--- src/core/psic_pkg.sv ---
// Package: register map, field positions and carrier types for the PHY status interrupt block
package psic_pkg;

  // Register byte offsets (control and event offsets are printed word indices shifted left by two)
  localparam logic [7:0] OFF_STATUS_SUMMARY = 8'h10;
  localparam logic [7:0] OFF_INT_CONTROL    = 8'h11 << 2;
  localparam logic [7:0] OFF_EVENT_STATUS   = 8'h12 << 2;
  localparam logic [7:0] OFF_RAW_STATUS     = 8'h50;

  // Status summary fields
  localparam int SS_LINK_BIT   = 0;
  localparam int SS_SPEED_BIT  = 1;
  localparam int SS_DUPLEX_BIT = 2;
  localparam int SS_IRQ_BIT    = 7;

  // Interrupt control fields
  localparam int IC_OE_BIT     = 0;
  localparam int IC_GIE_BIT    = 1;
  localparam int IC_TEST_BIT   = 2;
  localparam int IC_WIDTH      = 3;
  localparam logic [2:0] IC_RESET = 3'h0;

  // Event status and enable layout
  localparam int NUM_EVENTS    = 7;
  localparam int EV_STAT_LSB   = 8;
  localparam int EV_EN_LSB     = 0;
  localparam logic [6:0] EV_RESET = 7'h00;

  // Event index order, low to high: rx-err half, false-carrier half, aneg, duplex, speed, link, energy
  localparam int EV_RXERR  = 0;
  localparam int EV_FCAR   = 1;
  localparam int EV_ANEG   = 2;
  localparam int EV_DUPLEX = 3;
  localparam int EV_SPEED  = 4;
  localparam int EV_LINK   = 5;
  localparam int EV_ENERGY = 6;

  // Live PHY state coming from the rest of the device
  typedef struct packed {
    logic energy;
    logic link;
    logic speed10;
    logic full_duplex;
    logic aneg_enabled;
    logic aneg_done;
    logic fcar_half;
    logic rxerr_half;
  } psic_phy_s;

endpackage

--- src/core/psic_event_latch.sv ---
// Sticky event bits with read-to-clear where a new event wins over the clear
`timescale 1ns/1ps
module psic_event_latch #(
  parameter int N = 7
) (
  // Clock and reset
  input  wire logic         pclk,
  input  wire logic         presetn,
  // Events and clear
  input  wire logic [N-1:0] event_pulse,
  input  wire logic         clear_on_read,
  // Sticky state
  output logic      [N-1:0] pending_q
);

  //////////////////////////////////////////////////////////////////////////////
  // [RULE12] Latch since last read
  // [RULE15] Clear on read, set wins
  always_ff @(posedge pclk or negedge presetn)
  begin
    if (!presetn)
      pending_q <= '0;
    else if (clear_on_read)
      pending_q <= event_pulse;
    else
      pending_q <= pending_q | event_pulse;
  end

  //////////////////////////////////////////////////////////////////////////////
  // [RULE15] Read clears unless same-cycle event
  clear_wins_a: assert property (@(posedge pclk) disable iff (!presetn)
    clear_on_read |=> pending_q == $past(event_pulse)) // RULE15
    else $error("pending bits not cleared by read");

  // [RULE12] Event is captured next cycle
  event_held_a: assert property (@(posedge pclk) disable iff (!presetn)
    |event_pulse |=> (pending_q & $past(event_pulse)) == $past(event_pulse)) // RULE12
    else $error("event not latched");

endmodule // psic_event_latch

--- src/core/psic_top.sv ---
// PHY status summary and interrupt control with APB register access
// Function
// [RULE1] Summary bit 2 shows full duplex as 1 and half duplex as 0.
// [RULE2] Duplex and speed only carry meaning with a valid link and finished or disabled negotiation.
// [RULE3] Summary bit 1 shows 10 Mb/s as 1 and 100 Mb/s as 0.
// [RULE4] Summary bit 0 mirrors the link bit and reading the summary never alters it.
// [RULE5] The mirrored link bit is 1 while a link is up at either speed, else 0.
// [RULE6] Interrupt control bits 15 to 3 read zero and ignore writes.
// [RULE7] The test bit forces an interrupt for as long as it stays set.
// [RULE8] The global enable lets event interrupts through, still gated per event.
// [RULE9] The output-enable bit makes the shared pin an interrupt output, else a power-down input.
// [RULE10] Sources are energy, link, speed, duplex, negotiation done and both counter half-full.
// [RULE11] Host software sets the per-event enables it wants.
// [RULE12] A status bit is set when its event occurred since the last event register read.
// [RULE13] An event interrupts only when its enable and the global controls allow it.
// [RULE14] Status bits set even with the interrupt disabled.
// [RULE15] Reading the event register clears the pending status bits.
// [RULE16] Summary bit 7 flags a pending interrupt and clears on event register read; the code sets it from any latched event, enabled or not.
// [RULE17] The pin is driven low only with output enable and a test or permitted pending event.
`timescale 1ns/1ps
module psic_top (
  // Clock and reset
  input  wire logic              pclk,
  input  wire logic              presetn,
  // APB slave
  input  wire logic              psel,
  input  wire logic              penable,
  input  wire logic              pwrite,
  input  wire logic [7:0]        paddr,
  input  wire logic [31:0]       pwdata,
  input  wire logic [3:0]        pstrb,
  output logic      [31:0]       prdata,
  output logic                   pready,
  output logic                   pslverr,
  // PHY state from the device core
  input  wire psic_pkg::psic_phy_s phy_state,
  // Shared power-down / interrupt pin
  input  wire logic              powerdown_or_irq_pin_in,
  output logic                   powerdown_or_irq_pin_out,
  output logic                   powerdown_or_irq_pin_oe,
  // Power-down request taken from the pin
  output logic                   powerdown_req,
  // Level interrupt to the local processor
  output logic                   irq
);

  //////////////////////////////////////////////////////////////////////////////
  // PHY state capture (may come from other clock regions of the PHY)
  psic_pkg::psic_phy_s phy_meta_q;
  psic_pkg::psic_phy_s phy_q;
  psic_pkg::psic_phy_s phy_prev_q;
  logic                pin_meta_q;
  logic                pin_q;

  always_ff @(posedge pclk or negedge presetn)
  begin
    if (!presetn)
    begin
      phy_meta_q <= '0;
      phy_q      <= '0;
      phy_prev_q <= '0;
    end
    else
    begin
      phy_meta_q <= phy_state;
      phy_q      <= phy_meta_q;
      phy_prev_q <= phy_q;
    end
  end

  always_ff @(posedge pclk or negedge presetn)
  begin
    if (!presetn)
    begin
      pin_meta_q <= 1'b1;
      pin_q      <= 1'b1;
    end
    else
    begin
      pin_meta_q <= powerdown_or_irq_pin_in;
      pin_q      <= pin_meta_q;
    end
  end

  //////////////////////////////////////////////////////////////////////////////
  // Status qualification
  logic status_valid;
  // [RULE2] Valid only with link and settled negotiation
  assign status_valid = phy_q.link & (phy_q.aneg_done | ~phy_q.aneg_enabled);

  //////////////////////////////////////////////////////////////////////////////
  // Event detection
  logic [psic_pkg::NUM_EVENTS-1:0] ev_pulse;
  logic [psic_pkg::NUM_EVENTS-1:0] ev_pending;

  // [RULE10] All seven event sources
  always_comb
  begin
    ev_pulse                      = '0;
    ev_pulse[psic_pkg::EV_ENERGY] = phy_q.energy ^ phy_prev_q.energy;
    ev_pulse[psic_pkg::EV_LINK]   = phy_q.link ^ phy_prev_q.link;
    ev_pulse[psic_pkg::EV_SPEED]  = phy_q.speed10 ^ phy_prev_q.speed10;
    ev_pulse[psic_pkg::EV_DUPLEX] = phy_q.full_duplex ^ phy_prev_q.full_duplex;
    ev_pulse[psic_pkg::EV_ANEG]   = phy_q.aneg_done & ~phy_prev_q.aneg_done;
    ev_pulse[psic_pkg::EV_FCAR]   = phy_q.fcar_half & ~phy_prev_q.fcar_half;
    ev_pulse[psic_pkg::EV_RXERR]  = phy_q.rxerr_half & ~phy_prev_q.rxerr_half;
  end

  //////////////////////////////////////////////////////////////////////////////
  // APB decode
  logic apb_access;
  logic wr_ctrl;
  logic wr_event;
  logic rd_event;
  logic addr_known;

  assign apb_access = psel & penable;
  assign addr_known = (paddr == psic_pkg::OFF_STATUS_SUMMARY) |
                      (paddr == psic_pkg::OFF_INT_CONTROL) |
                      (paddr == psic_pkg::OFF_EVENT_STATUS) |
                      (paddr == psic_pkg::OFF_RAW_STATUS);
  assign wr_ctrl    = apb_access & pwrite & pstrb[0] & (paddr == psic_pkg::OFF_INT_CONTROL);
  assign wr_event   = apb_access & pwrite & pstrb[0] & (paddr == psic_pkg::OFF_EVENT_STATUS);
  assign rd_event   = apb_access & ~pwrite & (paddr == psic_pkg::OFF_EVENT_STATUS);

  //////////////////////////////////////////////////////////////////////////////
  // Interrupt control and event enables
  logic [psic_pkg::IC_WIDTH-1:0]   int_ctrl_q;
  logic [psic_pkg::NUM_EVENTS-1:0] ev_enable_q;

  // [RULE6] Only the low three bits are stored
  always_ff @(posedge pclk or negedge presetn)
  begin
    if (!presetn)
      int_ctrl_q <= psic_pkg::IC_RESET;
    else if (wr_ctrl)
      int_ctrl_q <= pwdata[psic_pkg::IC_WIDTH-1:0];
  end

  // Enables sit in the low byte of the event register
  always_ff @(posedge pclk or negedge presetn)
  begin
    if (!presetn)
      ev_enable_q <= psic_pkg::EV_RESET;
    else if (wr_event)
      ev_enable_q <= pwdata[psic_pkg::EV_EN_LSB +: psic_pkg::NUM_EVENTS];
  end

  // Read data is snapshotted a cycle before the clear, so re-latch
  // anything that arrived after the snapshot instead of losing it
  logic [psic_pkg::NUM_EVENTS-1:0] ev_keep;
  assign ev_keep = {psic_pkg::NUM_EVENTS{rd_event}} & ev_pending &
                   ~prdata[psic_pkg::EV_STAT_LSB +: psic_pkg::NUM_EVENTS];

  // [RULE14] Status latches regardless of enables
  psic_event_latch #(
    .N (psic_pkg::NUM_EVENTS)
  ) u_latch (
    .pclk          (pclk),
    .presetn       (presetn),
    .event_pulse   (ev_pulse | ev_keep),
    .clear_on_read (rd_event),
    .pending_q     (ev_pending)
  );

  //////////////////////////////////////////////////////////////////////////////
  // Interrupt generation
  logic test_on;
  logic gie_on;
  logic oe_on;
  logic event_irq;
  logic irq_any;

  assign test_on = int_ctrl_q[psic_pkg::IC_TEST_BIT];
  assign gie_on  = int_ctrl_q[psic_pkg::IC_GIE_BIT];
  assign oe_on   = int_ctrl_q[psic_pkg::IC_OE_BIT];
  // [RULE8] Global gate over per-event enables
  // [RULE13] Enable and global permit both needed
  assign event_irq = gie_on & |(ev_pending & ev_enable_q);
  // [RULE7] Test bit forces interrupt
  assign irq_any   = event_irq | test_on;

  // Pin and irq registered so every output leaves a flop
  always_ff @(posedge pclk or negedge presetn)
  begin
    if (!presetn)
    begin
      irq                      <= 1'b0;
      powerdown_or_irq_pin_oe  <= 1'b0;
      powerdown_or_irq_pin_out <= 1'b1;
      powerdown_req            <= 1'b0;
    end
    else
    begin
      irq                      <= irq_any;
      // [RULE9] Pin direction from output enable
      powerdown_or_irq_pin_oe  <= oe_on;
      // [RULE17] Active-low drive when permitted
      powerdown_or_irq_pin_out <= ~(oe_on & irq_any);
      // Input mode: low level requests power-down
      powerdown_req            <= ~oe_on & ~pin_q;
    end
  end

  //////////////////////////////////////////////////////////////////////////////
  // Read mux and APB response
  logic [31:0] rdata_d;

  always_comb
  begin
    rdata_d = '0;
    case (paddr)
      psic_pkg::OFF_STATUS_SUMMARY:
      begin
        // [RULE1] Duplex in bit 2
        rdata_d[psic_pkg::SS_DUPLEX_BIT] = phy_q.full_duplex;
        // [RULE3] Speed in bit 1
        rdata_d[psic_pkg::SS_SPEED_BIT]  = phy_q.speed10;
        // [RULE4] Mirror is never cleared by reads
        // [RULE5] Link up at either speed
        rdata_d[psic_pkg::SS_LINK_BIT]   = phy_q.link;
        // [RULE16] Pending flag from latched events
        rdata_d[psic_pkg::SS_IRQ_BIT]    = |ev_pending;
      end
      psic_pkg::OFF_INT_CONTROL:
        rdata_d[psic_pkg::IC_WIDTH-1:0] = int_ctrl_q;
      psic_pkg::OFF_EVENT_STATUS:
      begin
        rdata_d[psic_pkg::EV_STAT_LSB +: psic_pkg::NUM_EVENTS] = ev_pending;
        rdata_d[psic_pkg::EV_EN_LSB +: psic_pkg::NUM_EVENTS]   = ev_enable_q;
      end
      psic_pkg::OFF_RAW_STATUS:
      begin
        rdata_d[0] = status_valid;
        rdata_d[1] = phy_q.aneg_done;
        rdata_d[2] = phy_q.energy;
      end
      default:
        rdata_d = '0;
    endcase
  end

  // Zero wait states: pready is a flop asserted in the first access cycle
  always_ff @(posedge pclk or negedge presetn)
  begin
    if (!presetn)
    begin
      pready  <= 1'b0;
      prdata  <= '0;
      pslverr <= 1'b0;
    end
    else
    begin
      pready  <= psel & ~penable;
      prdata  <= (psel & ~penable & ~pwrite) ? rdata_d : prdata;
      pslverr <= psel & ~penable & ~addr_known;
    end
  end

  //////////////////////////////////////////////////////////////////////////////
  // Checks
  // [RULE7] Test bit raises irq next cycle
  test_forces_a: assert property (@(posedge pclk) disable iff (!presetn)
    test_on |=> irq) // RULE7
    else $error("test bit did not raise irq");

  // [RULE8] No event interrupt while global enable off
  gie_blocks_a: assert property (@(posedge pclk) disable iff (!presetn)
    (!gie_on && !test_on) |=> !irq) // RULE8
    else $error("irq while globally disabled");

  // [RULE9] Pin direction follows output enable
  pin_dir_a: assert property (@(posedge pclk) disable iff (!presetn)
    ##1 powerdown_or_irq_pin_oe == $past(oe_on)) // RULE9
    else $error("pin direction mismatch");

  // [RULE17] Never driven low while released
  pin_quiet_a: assert property (@(posedge pclk) disable iff (!presetn)
    !powerdown_or_irq_pin_oe |-> powerdown_or_irq_pin_out) // RULE17
    else $error("pin low while not driving");

  // [RULE6] Upper control bits read zero
  ctrl_zero_a: assert property (@(posedge pclk) disable iff (!presetn)
    $rose(pready) && $past(paddr == psic_pkg::OFF_INT_CONTROL && !pwrite)
    |-> prdata[31:psic_pkg::IC_WIDTH] == '0) // RULE6
    else $error("reserved control bits nonzero");

  // [RULE13] Masked events never interrupt
  mask_holds_a: assert property (@(posedge pclk) disable iff (!presetn)
    (!test_on && (ev_pending & ev_enable_q) == '0) |=> !irq) // RULE13
    else $error("irq without enabled pending event");

  // [RULE14] Latch fills with enables cleared
  poll_sets_a: assert property (@(posedge pclk) disable iff (!presetn)
    (ev_pulse[psic_pkg::EV_LINK] && ev_enable_q == '0) |=> ev_pending[psic_pkg::EV_LINK]) // RULE14
    else $error("status not set while disabled");

  // [RULE4] Summary read leaves link latch alone
  link_kept_a: assert property (@(posedge pclk) disable iff (!presetn)
    (apb_access && paddr == psic_pkg::OFF_STATUS_SUMMARY && !ev_pulse[psic_pkg::EV_LINK]
     && !rd_event) |=> ev_pending[psic_pkg::EV_LINK] == $past(ev_pending[psic_pkg::EV_LINK])) // RULE4
    else $error("summary read altered link state");

  // [RULE4] Summary read shows live link level
  link_read_a: assert property (@(posedge pclk) disable iff (!presetn)
    $rose(pready) && $past(paddr == psic_pkg::OFF_STATUS_SUMMARY && !pwrite)
    |-> prdata[psic_pkg::SS_LINK_BIT] == $past(phy_q.link)) // RULE4
    else $error("summary link bit not live");

endmodule // psic_top

--- config.mk ---
export PLATFORM = sky130hd
export DESIGN_NAME = psic_top
export DESIGN_NICKNAME = d
export VERILOG_FILES = /design/src/core/psic_pkg.sv /design/src/core/psic_event_latch.sv /design/src/core/psic_top.sv
export SDC_FILE = /design/constraint.sdc
export NUM_CORES = 1
export LEC_CHECK = 0
export ABC_AREA = 1
export BUFFER_PORTS_ARGS = -buffer_cell sky130_fd_sc_hd__clkbuf_2
export CAP_MARGIN = 20
export CORE_MARGIN = 8
export CORE_UTILIZATION = 52
export CTS_CLUSTER_DIAMETER = 100
export DETAILED_ROUTE_END_ITERATION = 10
export PLACE_DENSITY = 0.85
export SKIP_LAST_GASP = 1
export SYNTH_ARGS = -nofsm -noshare
export SYNTH_HDL_FRONTEND = slang
export SYNTH_SLANG_ARGS = --single-unit
--- constraint.sdc ---
create_clock -name pclk -period 1.5 [get_ports pclk]
set_input_delay 0.15 -clock pclk [delete_from_list [all_inputs] [get_ports pclk]]
set_output_delay 0.15 -clock pclk [all_outputs]
set_load 0.05 [all_outputs]
Word-level counts from Yosys, hierarchy flattened:

Cells that the tools add are included.

* bits in registers: 63
* latch bits: 0
* memory bits (writable): 0
* memory bits (read-only): 0
* input bits: 58
* memories: 0

* add/subtract/negate cells: 0
* multipliers: 0
* divide/modulo/power cells: 0
* magnitude comparators: 0
* equal/unequal tests: 4
* shift operators: 0
* muxes and demuxes: 5
* bitwise logic cells: 42
* reductions and logical operators: 2

Operators by type and width (number)
* $eq A8 B7 Y1 const B: 3
* $and A7 B7 Y7: 3
* $and A1 B1 Y1: 17
* $mux W7: 2
* $or A7 B7 Y7: 2
* $reduce_or A7 Y1: 2
* $pmux W3 S4: 1
* $not A1 Y1: 10
* $eq A8 B5 Y1 const B: 1
* $not A7 Y7: 1
* $or A1 B1 Y1: 5
* $mux W4: 1
* $xor A1 B1 Y1: 4
* $mux W1: 1

Logic depth before layout (Yosys ltp):

Gate-level depths: netlist (run 1).

* depth in word-level cells: 8
* gate-level depth with buffers: 9

Modules after synthesis:

From an unflattened synthesis (run 1), not the netlist that was laid out.

* cell total of the unflattened synthesis: 276
* area total of the unflattened synthesis: 2697.6 sq um

Modules (own cells, without submodules)
* psic_top: instances 1, cells an instance 247, area each 2439.8 sq um, sequential area each 1405.1 sq um
* psic_event_latch: instances 1, cells an instance 29, area each 257.7 sq um, sequential area each 175.2 sq um

Least setup slack after synthesis (run 1):

No wires, ideal clock.

* path type: input port to flip-flop
* start: input paddr[4]
* end: register ev_enable_q[1] (netlist name)
* setup time: 117 ps
* arrival: 907 ps
* required time: 1383 ps
* setup slack: 476 ps
* cell stages on the path: 9
* path through: inv_1 > nand2_1 > nor2_8 > nand2_4 > inv_6 > nand2_4 > buf_6 > nand2_1 > o21ai_2

* cells in the longest elaborated chain, start to end: 2

Ends and longest elaborated chain
* from (decl): line psic_top.sv:29 `input wire logic [7:0] paddr,`
* $eq A8 B7 Y1: line psic_top.sv:123 `assign wr_event = apb_access & pwrite & pstrb[0] & (paddr == psic_pkg::OFF_EVENT_STATUS);`
* $and A1 B1 Y1: line psic_top.sv:123
* to (signal assigned): line psic_top.sv:144 `ev_enable_q <= psic_pkg::EV_RESET;`
* to (signal assigned): line psic_top.sv:146 `ev_enable_q <= pwdata[psic_pkg::EV_EN_LSB +: psic_pkg::NUM_EVENTS];`
* to (decl): line psic_top.sv:129 `logic [psic_pkg::NUM_EVENTS-1:0] ev_enable_q;`

No other way between the ends.
A chain may end at the register's enable or synchronous reset.

Final worst setup path (run 1):

* start: input penable
* end: register prdata[14]

* cells in the longest elaborated chain, start to end: 3

Ends and longest elaborated chain
* from (decl): line psic_top.sv:27 `input wire logic penable,`
* $not A1 Y1: line psic_top.sv:255 `prdata <= (psel & ~penable & ~pwrite) ? rdata_d : prdata;`
* $and A1 B1 Y1 (2 in series): line psic_top.sv:255
* to (signal assigned): line psic_top.sv:255
* to (decl): line psic_top.sv:32 `output logic [31:0] prdata,`

No other way between the ends.

==> results.sh, run 1 <==
export IMPL_worstPathMaxFanout=11
export IMPL_post_cts_buffers=0
export IMPL_pin_count_of_the_biggest_net_entering_global_routing=39
export IMPL_setup_tns_ns=0
export IMPL_syn_instance_count=258
export IMPL_leakagePower_nw=1.69
export IMPL_fin_area_um2=3170
export IMPL_cap_viol_max_count=0
export IMPL_detailroute_via_count=1885
export IMPL_syn2layout_area_growth_pct=23.1
export IMPL_post_layout_minimum_cycle_time_ns=1.40
export IMPL_netlist_cell_type_count=30
export IMPL_cts_htree_levels=3
export IMPL_ioPinCount=96
export IMPL_die_width_um=86.4
export IMPL_dp_hpwl_um=3890
export IMPL_cts_buffers=9
export IMPL_core_area_um2=4750
export IMPL_synthTopCellsByArea="sky130_fd_sc_hd__dfrtp_1, sky130_fd_sc_hd__nand2_1, sky130_fd_sc_hd__buf_4"
export IMPL_grt_usage_pct=15.4
export IMPL_synth_ff_latch_count=63
export IMPL_numPlacedInstances=374
export IMPL_placed_cell_area_um2=2860
export IMPL_power_after_layout_w=0.00352
export IMPL_maxClockFrequency_mhz=716
export IMPL_starting_density_pct=54.2
export IMPL_row_count=25
export IMPL_floorplan_die_height_um=86.4
export IMPL_synth_top_cells_by_count="sky130_fd_sc_hd__nand2_1, sky130_fd_sc_hd__dfrtp_1, sky130_fd_sc_hd__inv_1, sky130_fd_sc_hd__nand3_1, sky130_fd_sc_hd__buf_4"
export IMPL_worstSetupEndpointType="flop"
export IMPL_postSynth_asyncResetShare_pct=100
export IMPL_worstSkewPairLatency_ns=0.33
export IMPL_detail_route_wirelength_um=5330
export IMPL_timing_clock_skew_ns=0.00760
export IMPL_ant_nets=0
export IMPL_hold_path_class="input port to flop"
export IMPL_num_nets_final=387
export IMPL_worst_ep_required_time_ns=1.76
export IMPL_synthDominantAreaCellType="sky130_fd_sc_hd__dfrtp_1"
export IMPL_grt_pass1_vias=1928
export IMPL_status="complete, no violations"
export IMPL_ctsRootBufferMaster="sky130_fd_sc_hd__clkbuf_8"
export IMPL_yosys_warnings=0
export IMPL_post_synth_instance_area_um2=2580
export IMPL_dr_pass1_iters=4
export IMPL_worst_setup_path_type="input port to flop"
export IMPL_worst_setup_path_start_kind="input port"
export IMPL_vdd_drop_max_v=0.000676
export IMPL_dominantRegCellSynth="sky130_fd_sc_hd__dfrtp_1"
export IMPL_remaining_global_route_overflow=0
export IMPL_worst_ep_arrival_time_ns=1.65
export IMPL_clk_path_buf_depth=2
export IMPL_antenna_cells_inserted=0
export IMPL_synth_most_common_cell="sky130_fd_sc_hd__nand2_1"
export IMPL_tightestPinTransition_ns=0.531
export IMPL_num_fill_cells=389
export IMPL_finalWeightedCongestion=0.899
export IMPL_cts_tree="yes"
export IMPL_layout_cells_non_filler=400
export IMPL_worst_setup_hold_path_clk_slew_ns=0.07
export IMPL_setup_viol=0
export IMPL_synth_sequential_area_ratio_pct=61.3
export IMPL_synth_largest_type_area_fraction_pct=58.2
export IMPL_first_pass_grt_wire_length_um=8860
export IMPL_post_route_period_util_pct=93.1
export IMPL_drcViolationCount=0
export IMPL_initial_antenna_violation_count=0
export IMPL_avg_inst_size_synth_um2=10.0
export IMPL_hold_viol=0
export IMPL_tritoncts_num_sinks=63
export IMPL_slew_limit_headroom_pct=64.5
export IMPL_powerDensity_nw_per_um2=1110
export IMPL_wl_per_cell_um=13.3
export IMPL_first_iter_violations=220
export IMPL_vias_per_cell=4.71
export IMPL_synth_enable_flop_cells=0
export IMPL_buffers_on_ports=50
export IMPL_share_of_layout_cells_above_drive_strength_1_pct=27.6
export IMPL_drv_slew=0
export IMPL_die_area_um2=7470
## layout make-up
class,instances,area [µm²],area share (%)
timing repair buffer,65,403,12.7
clock buffer,12,155,4.89
inverter,25,98.8,3.11
clock inverter,3,42.5,1.34
multi-input combinational,165,811,25.5
tap,67,83.8,2.64
sequential,63,1580,49.8
## cell usage in the layout, fill, tap and decap left out, drive strengths merged
| cell type | count |
|---|---|
| inv | 25 |
| and2 | 2 |
| and3 | 1 |
| clkinvlp | 1 |
| o21ai | 19 |
| a21boi | 1 |
| buf | 4 |
| clkbuf | 62 |
| nor3 | 1 |
| nand4 | 1 |
| xnor2 | 4 |
| dlygate4sd3 | 11 |
| conb | 17 |
| nand2 | 70 |
| clkinv | 1 |
| a21oi | 6 |
| bufinv | 1 |
| dfrtp | 60 |
| nand3 | 20 |
| nor2 | 17 |
| dfstp | 3 |
| o31ai | 6 |
## power by group
group / internal, W / total [W] / switching [W]
logic: 0.0000821 / 0.000305 / 0.000223
clock network: 0.000846 / 0.00145 / 0.000600
registers: 0.00174 / 0.00176 / 0.0000201
## per-stage QoR
step | hold WS (ns) | setup WS, ns | utilization (%)
finish | 0.0566 | 0.104 | 66.8
global route | 0.0471 | -0.00201 | 66.8
CTS | 0.0342 | 0.0385 | 66.7
detailed placement | 0.0976 | 0.228 | 60.2
global placement | 0.0918 | 0.281 | 60.2
floorplan | -0.146 | 0.476 | -
## what timing repair did
| item | CTS | global route |
|---|---|---|
| endpoints found under the setup margin | 0 | 13 |
| hold buffers | 11 | 0 |
| resized for setup | 0 | 1 |
| endpoints found under the hold margin | 21 | 0 |
## worst paths after layout
kind	start	to	slack, ns	cells after the start
setup / recovery	penable	prdata[14]	0.10	7
hold / removal	psel	pready	0.06	3
setup reg to reg	phy_q[6]	prdata[0]	0.43	5
hold reg to reg	phy_meta_q[2]	phy_q[2]	0.35	0
max in group asynchronous	presetn	phy_q[4]	0.68	3
min in group asynchronous	presetn	prdata[1]	0.28	2
## critical path: stages
cell,delay (ns)
sky130_fd_sc_hd__dlygate4sd3_1,0.53
sky130_fd_sc_hd__clkbuf_2,0.12
sky130_fd_sc_hd__nor2_2,0.18
sky130_fd_sc_hd__nand2_2,0.18
sky130_fd_sc_hd__inv_1,0.26
sky130_fd_sc_hd__nand2_1,0.09
sky130_fd_sc_hd__o21ai_1,0.13
## cell families after synthesis
kind of cell	count (synthesis)	synth area share, %
flops	63	61.3
other cells	1	0.145
buf+inv	46	9.70
compound gates	32	7.91
xor+xnor	4	1.36
simple gates	112	19.6
## flip-flops by register name, summed over array words and instances, names as in the netlist, 3 cells and up
| register | count |
|---|---|
| prdata | 15 |
| int_ctrl_q | 3 |
| ev_enable_q | 7 |
| phy_q | 8 |
| u_latch.pending_q | 7 |
| phy_prev_q | 7 |
| phy_meta_q | 8 |
## metal layers
metal	wire (µm)	GRT usage (%)	up-vias
li1	-	-	923
met3	476	6.24	10
met5	0	0	-
met2	2550	22.9	77
met4	106	8.76	0
met1	2200	18.5	875
Power figures use the tool's default switching activity.
==> run 2: changes to the inputs <==
Settings changed: HOLD_SLACK_MARGIN from default to 0.12, REMOVE_ABC_BUFFERS from default to 1, SKIP_CTS_REPAIR_TIMING from default to 1.
==> run 2 against run 1 <==
Register-to-register slack about the same; hold slack improved by 0.16 ns; worst setup slack improved by 0.045 ns; clock power decreased by 14%; largest cell class unchanged; largest power group unchanged; highest routed layer unchanged.
==> results.sh, run 2 (same netlist as run 1, synthesis figures left out) <==
export IMPL_status="complete, no violations"
export IMPL_cap_viol_max_count=0
export IMPL_power_clock_fraction_pct=37.3
export IMPL_proportion_of_power_drawn_by_combinational_gates_pct=9.6
export IMPL_min_delay_path_depth=4
export IMPL_tightestPinTransition_ns=0.496
export IMPL_layout_cells_non_filler=407
export IMPL_drv_slew=0
export IMPL_p_sw_share_pct=25.5
export IMPL_finalWeightedCongestion=0.826
export IMPL_vias_per_cell=4.70
export IMPL_powerDensity_nw_per_um2=1040
export IMPL_wl_per_cell_um=12.9
export IMPL_worst_setup_path_type="input port to flop"
export IMPL_worst_setup_path_start_kind="input port"
export IMPL_flip_flop_count_of_the_largest_register_all_copies_and_words_added=15
export IMPL_worstSetupEndpointType="flop"
export IMPL_reg2regPathDepth=7
export IMPL_clk_path_buf_depth=2
export IMPL_rsz0062_at_grt="no"
export IMPL_worst_ep_required_time_ns=1.74
export IMPL_hold_path_class="input port to flop"
export IMPL_ioPinCount=96
export IMPL_internal_power_summed_over_all_cells_w=0.00247
export IMPL_mostFrequentLayoutCell="sky130_fd_sc_hd__nand2_1"
export IMPL_biggest_regs="prdata: 15 flops, phy_meta_q: 8 flops, phy_q: 8 flops"
export IMPL_ant_nets=0
export IMPL_timing_clock_skew_ns=0.00942
export IMPL_setup_tns_ns=0
export IMPL_mostFrequentLayoutCells="sky130_fd_sc_hd__nand2_1, sky130_fd_sc_hd__dfrtp_1, sky130_fd_sc_hd__clkbuf_2"
export IMPL_numPlacedInstances=372
export IMPL_cp_cell_sequence="dlygate4sd3_1, clkbuf_2, nor2_2, nand2_1, buf_4, o31ai_1"
export IMPL_cts_tree="yes"
export IMPL_floorplan_die_height_um=86.4
export IMPL_antenna_cells_inserted=0
export IMPL_drcViolationCount=0
export IMPL_worstSkewPairLatency_ns=0.34
export IMPL_initial_antenna_violation_count=0
export IMPL_dr_pass1_iters=4
export IMPL_worst_r2r_startpoint="u_latch.pending_q[4]"
export IMPL_die_area_um2=7470
export IMPL_regToRegEndpoint="powerdown_or_irq_pin_out"
export IMPL_die_width_um=86.4
export IMPL_row_count=25
export IMPL_ctsRootBufferMaster="sky130_fd_sc_hd__clkbuf_8"
export IMPL_maxClockFrequency_mhz=740
export IMPL_crit_path_start="penable"
export IMPL_pin_count_of_the_biggest_net_entering_global_routing=64
export IMPL_detail_route_wirelength_um=5230
export IMPL_grt_pass1_vias=1871
export IMPL_vdd_drop_max_v=0.000877
export IMPL_hold_viol=0
export IMPL_leakagePower_nw=1.71
export IMPL_core_area_um2=4750
export IMPL_detailroute_via_count=1914
export IMPL_crit_path_max_incr_delay_ns=0.53
export IMPL_starting_density_pct=54.2
export IMPL_remaining_global_route_overflow=0
export IMPL_p_seq_share_pct=53.1
export IMPL_largest_register="prdata"
export IMPL_first_pass_grt_wire_length_um=8410
export IMPL_buffers_on_ports=50
export IMPL_share_of_layout_cells_above_drive_strength_1_pct=26.2
export IMPL_setup_viol=0
export IMPL_power_switching_w=0.000847
export IMPL_tritoncts_num_sinks=63
export IMPL_dp_hpwl_um=3810
export IMPL_cts_htree_levels=3
export IMPL_post_route_period_util_pct=90.1
export IMPL_regToRegSetupSlack_ns=0.42
export IMPL_worst_setup_hold_path_clk_slew_ns=0.07
export IMPL_cts_buffers=9
export IMPL_first_iter_violations=202
export IMPL_worst_ep_arrival_time_ns=1.59
export IMPL_worstPathMaxFanout=17
export IMPL_post_layout_minimum_cycle_time_ns=1.35
export IMPL_num_nets_final=393
export IMPL_slew_limit_headroom_pct=66.8
export IMPL_setup_worst_path_end="prdata[6]"
export IMPL_syn2layout_area_growth_pct=24.4
export IMPL_slowest_stage="sky130_fd_sc_hd__dlygate4sd3_1"
export IMPL_grt_usage_pct=14.6
## run 2: power groups by stage
| stage | Clock, W | Sequential, W | Combinational [W] |
|---|---|---|---|
| finish | 0.00124 | 0.00176 | 0.000317 |
| global route | 0.00136 | 0.00177 | 0.000346 |
| CTS | 0.00128 | 0.00176 | 0.000280 |
| detailed placement | 0 | 0.00180 | 0.000279 |
| global placement | 0 | 0.00179 | 0.000275 |
| floorplan | 0 | 0.00182 | 0.000155 |
## run 2: worst max-delay path, delay by kind of cell
| family | cells | cell delay [ns] |
|---|---|---|
| and+or+nand+nor | 2 | 0.30 |
| AOI/OAI and AO/OA | 1 | 0.25 |
| buffers and inverters | 3 | 0.89 |
## run 2: per-stage QoR
stage	cell area (µm²)	hold WS, ns	worst slack [ns]	utilization (%)	power, W
3_3_place_gp	2850	0.183	0.195	59.9	0.00207
5_1_grt	3210	0.223	0.0239	67.4	0.00347
3_5_place_dp	2850	0.186	0.151	59.9	0.00207
2_1_floorplan	2490	-0.146	0.402	-	0.00197
6_report	3210	0.219	0.149	67.4	0.00332
4_1_cts	3020	-0.181	0.198	63.4	0.00333
## run 2: routing by layer
| metal | track usage (%) | share of wire, % |
|---|---|---|
| met1 | 16.4 | 40 |
| met2 | 23.5 | 51 |
| met4 | 9.08 | 1.1 |
| met5 | 0 | 0 |
| met3 | 4.63 | 7.9 |
## run 2: area by class of cell
class                   instances  area, µm²
flip-flops and latches         63       1580
fillers                       380       1550
multi-input cells             165        808
repair buffers                 71        468
clock buffers                  12        145
inverters                      25       98.8
well taps                      67       83.8
clock inverters                 4       22.5
## run 2: worst min path at each step
stage,startpoint,end
3_3_place_gp,presetn,prdata[4]
3_5_place_dp,presetn,prdata[5]
5_1_grt,psel,pslverr
4_1_cts,presetn,prdata[5]
6_report,psel,pslverr
2_1_floorplan,presetn,ev_enable_q[0]
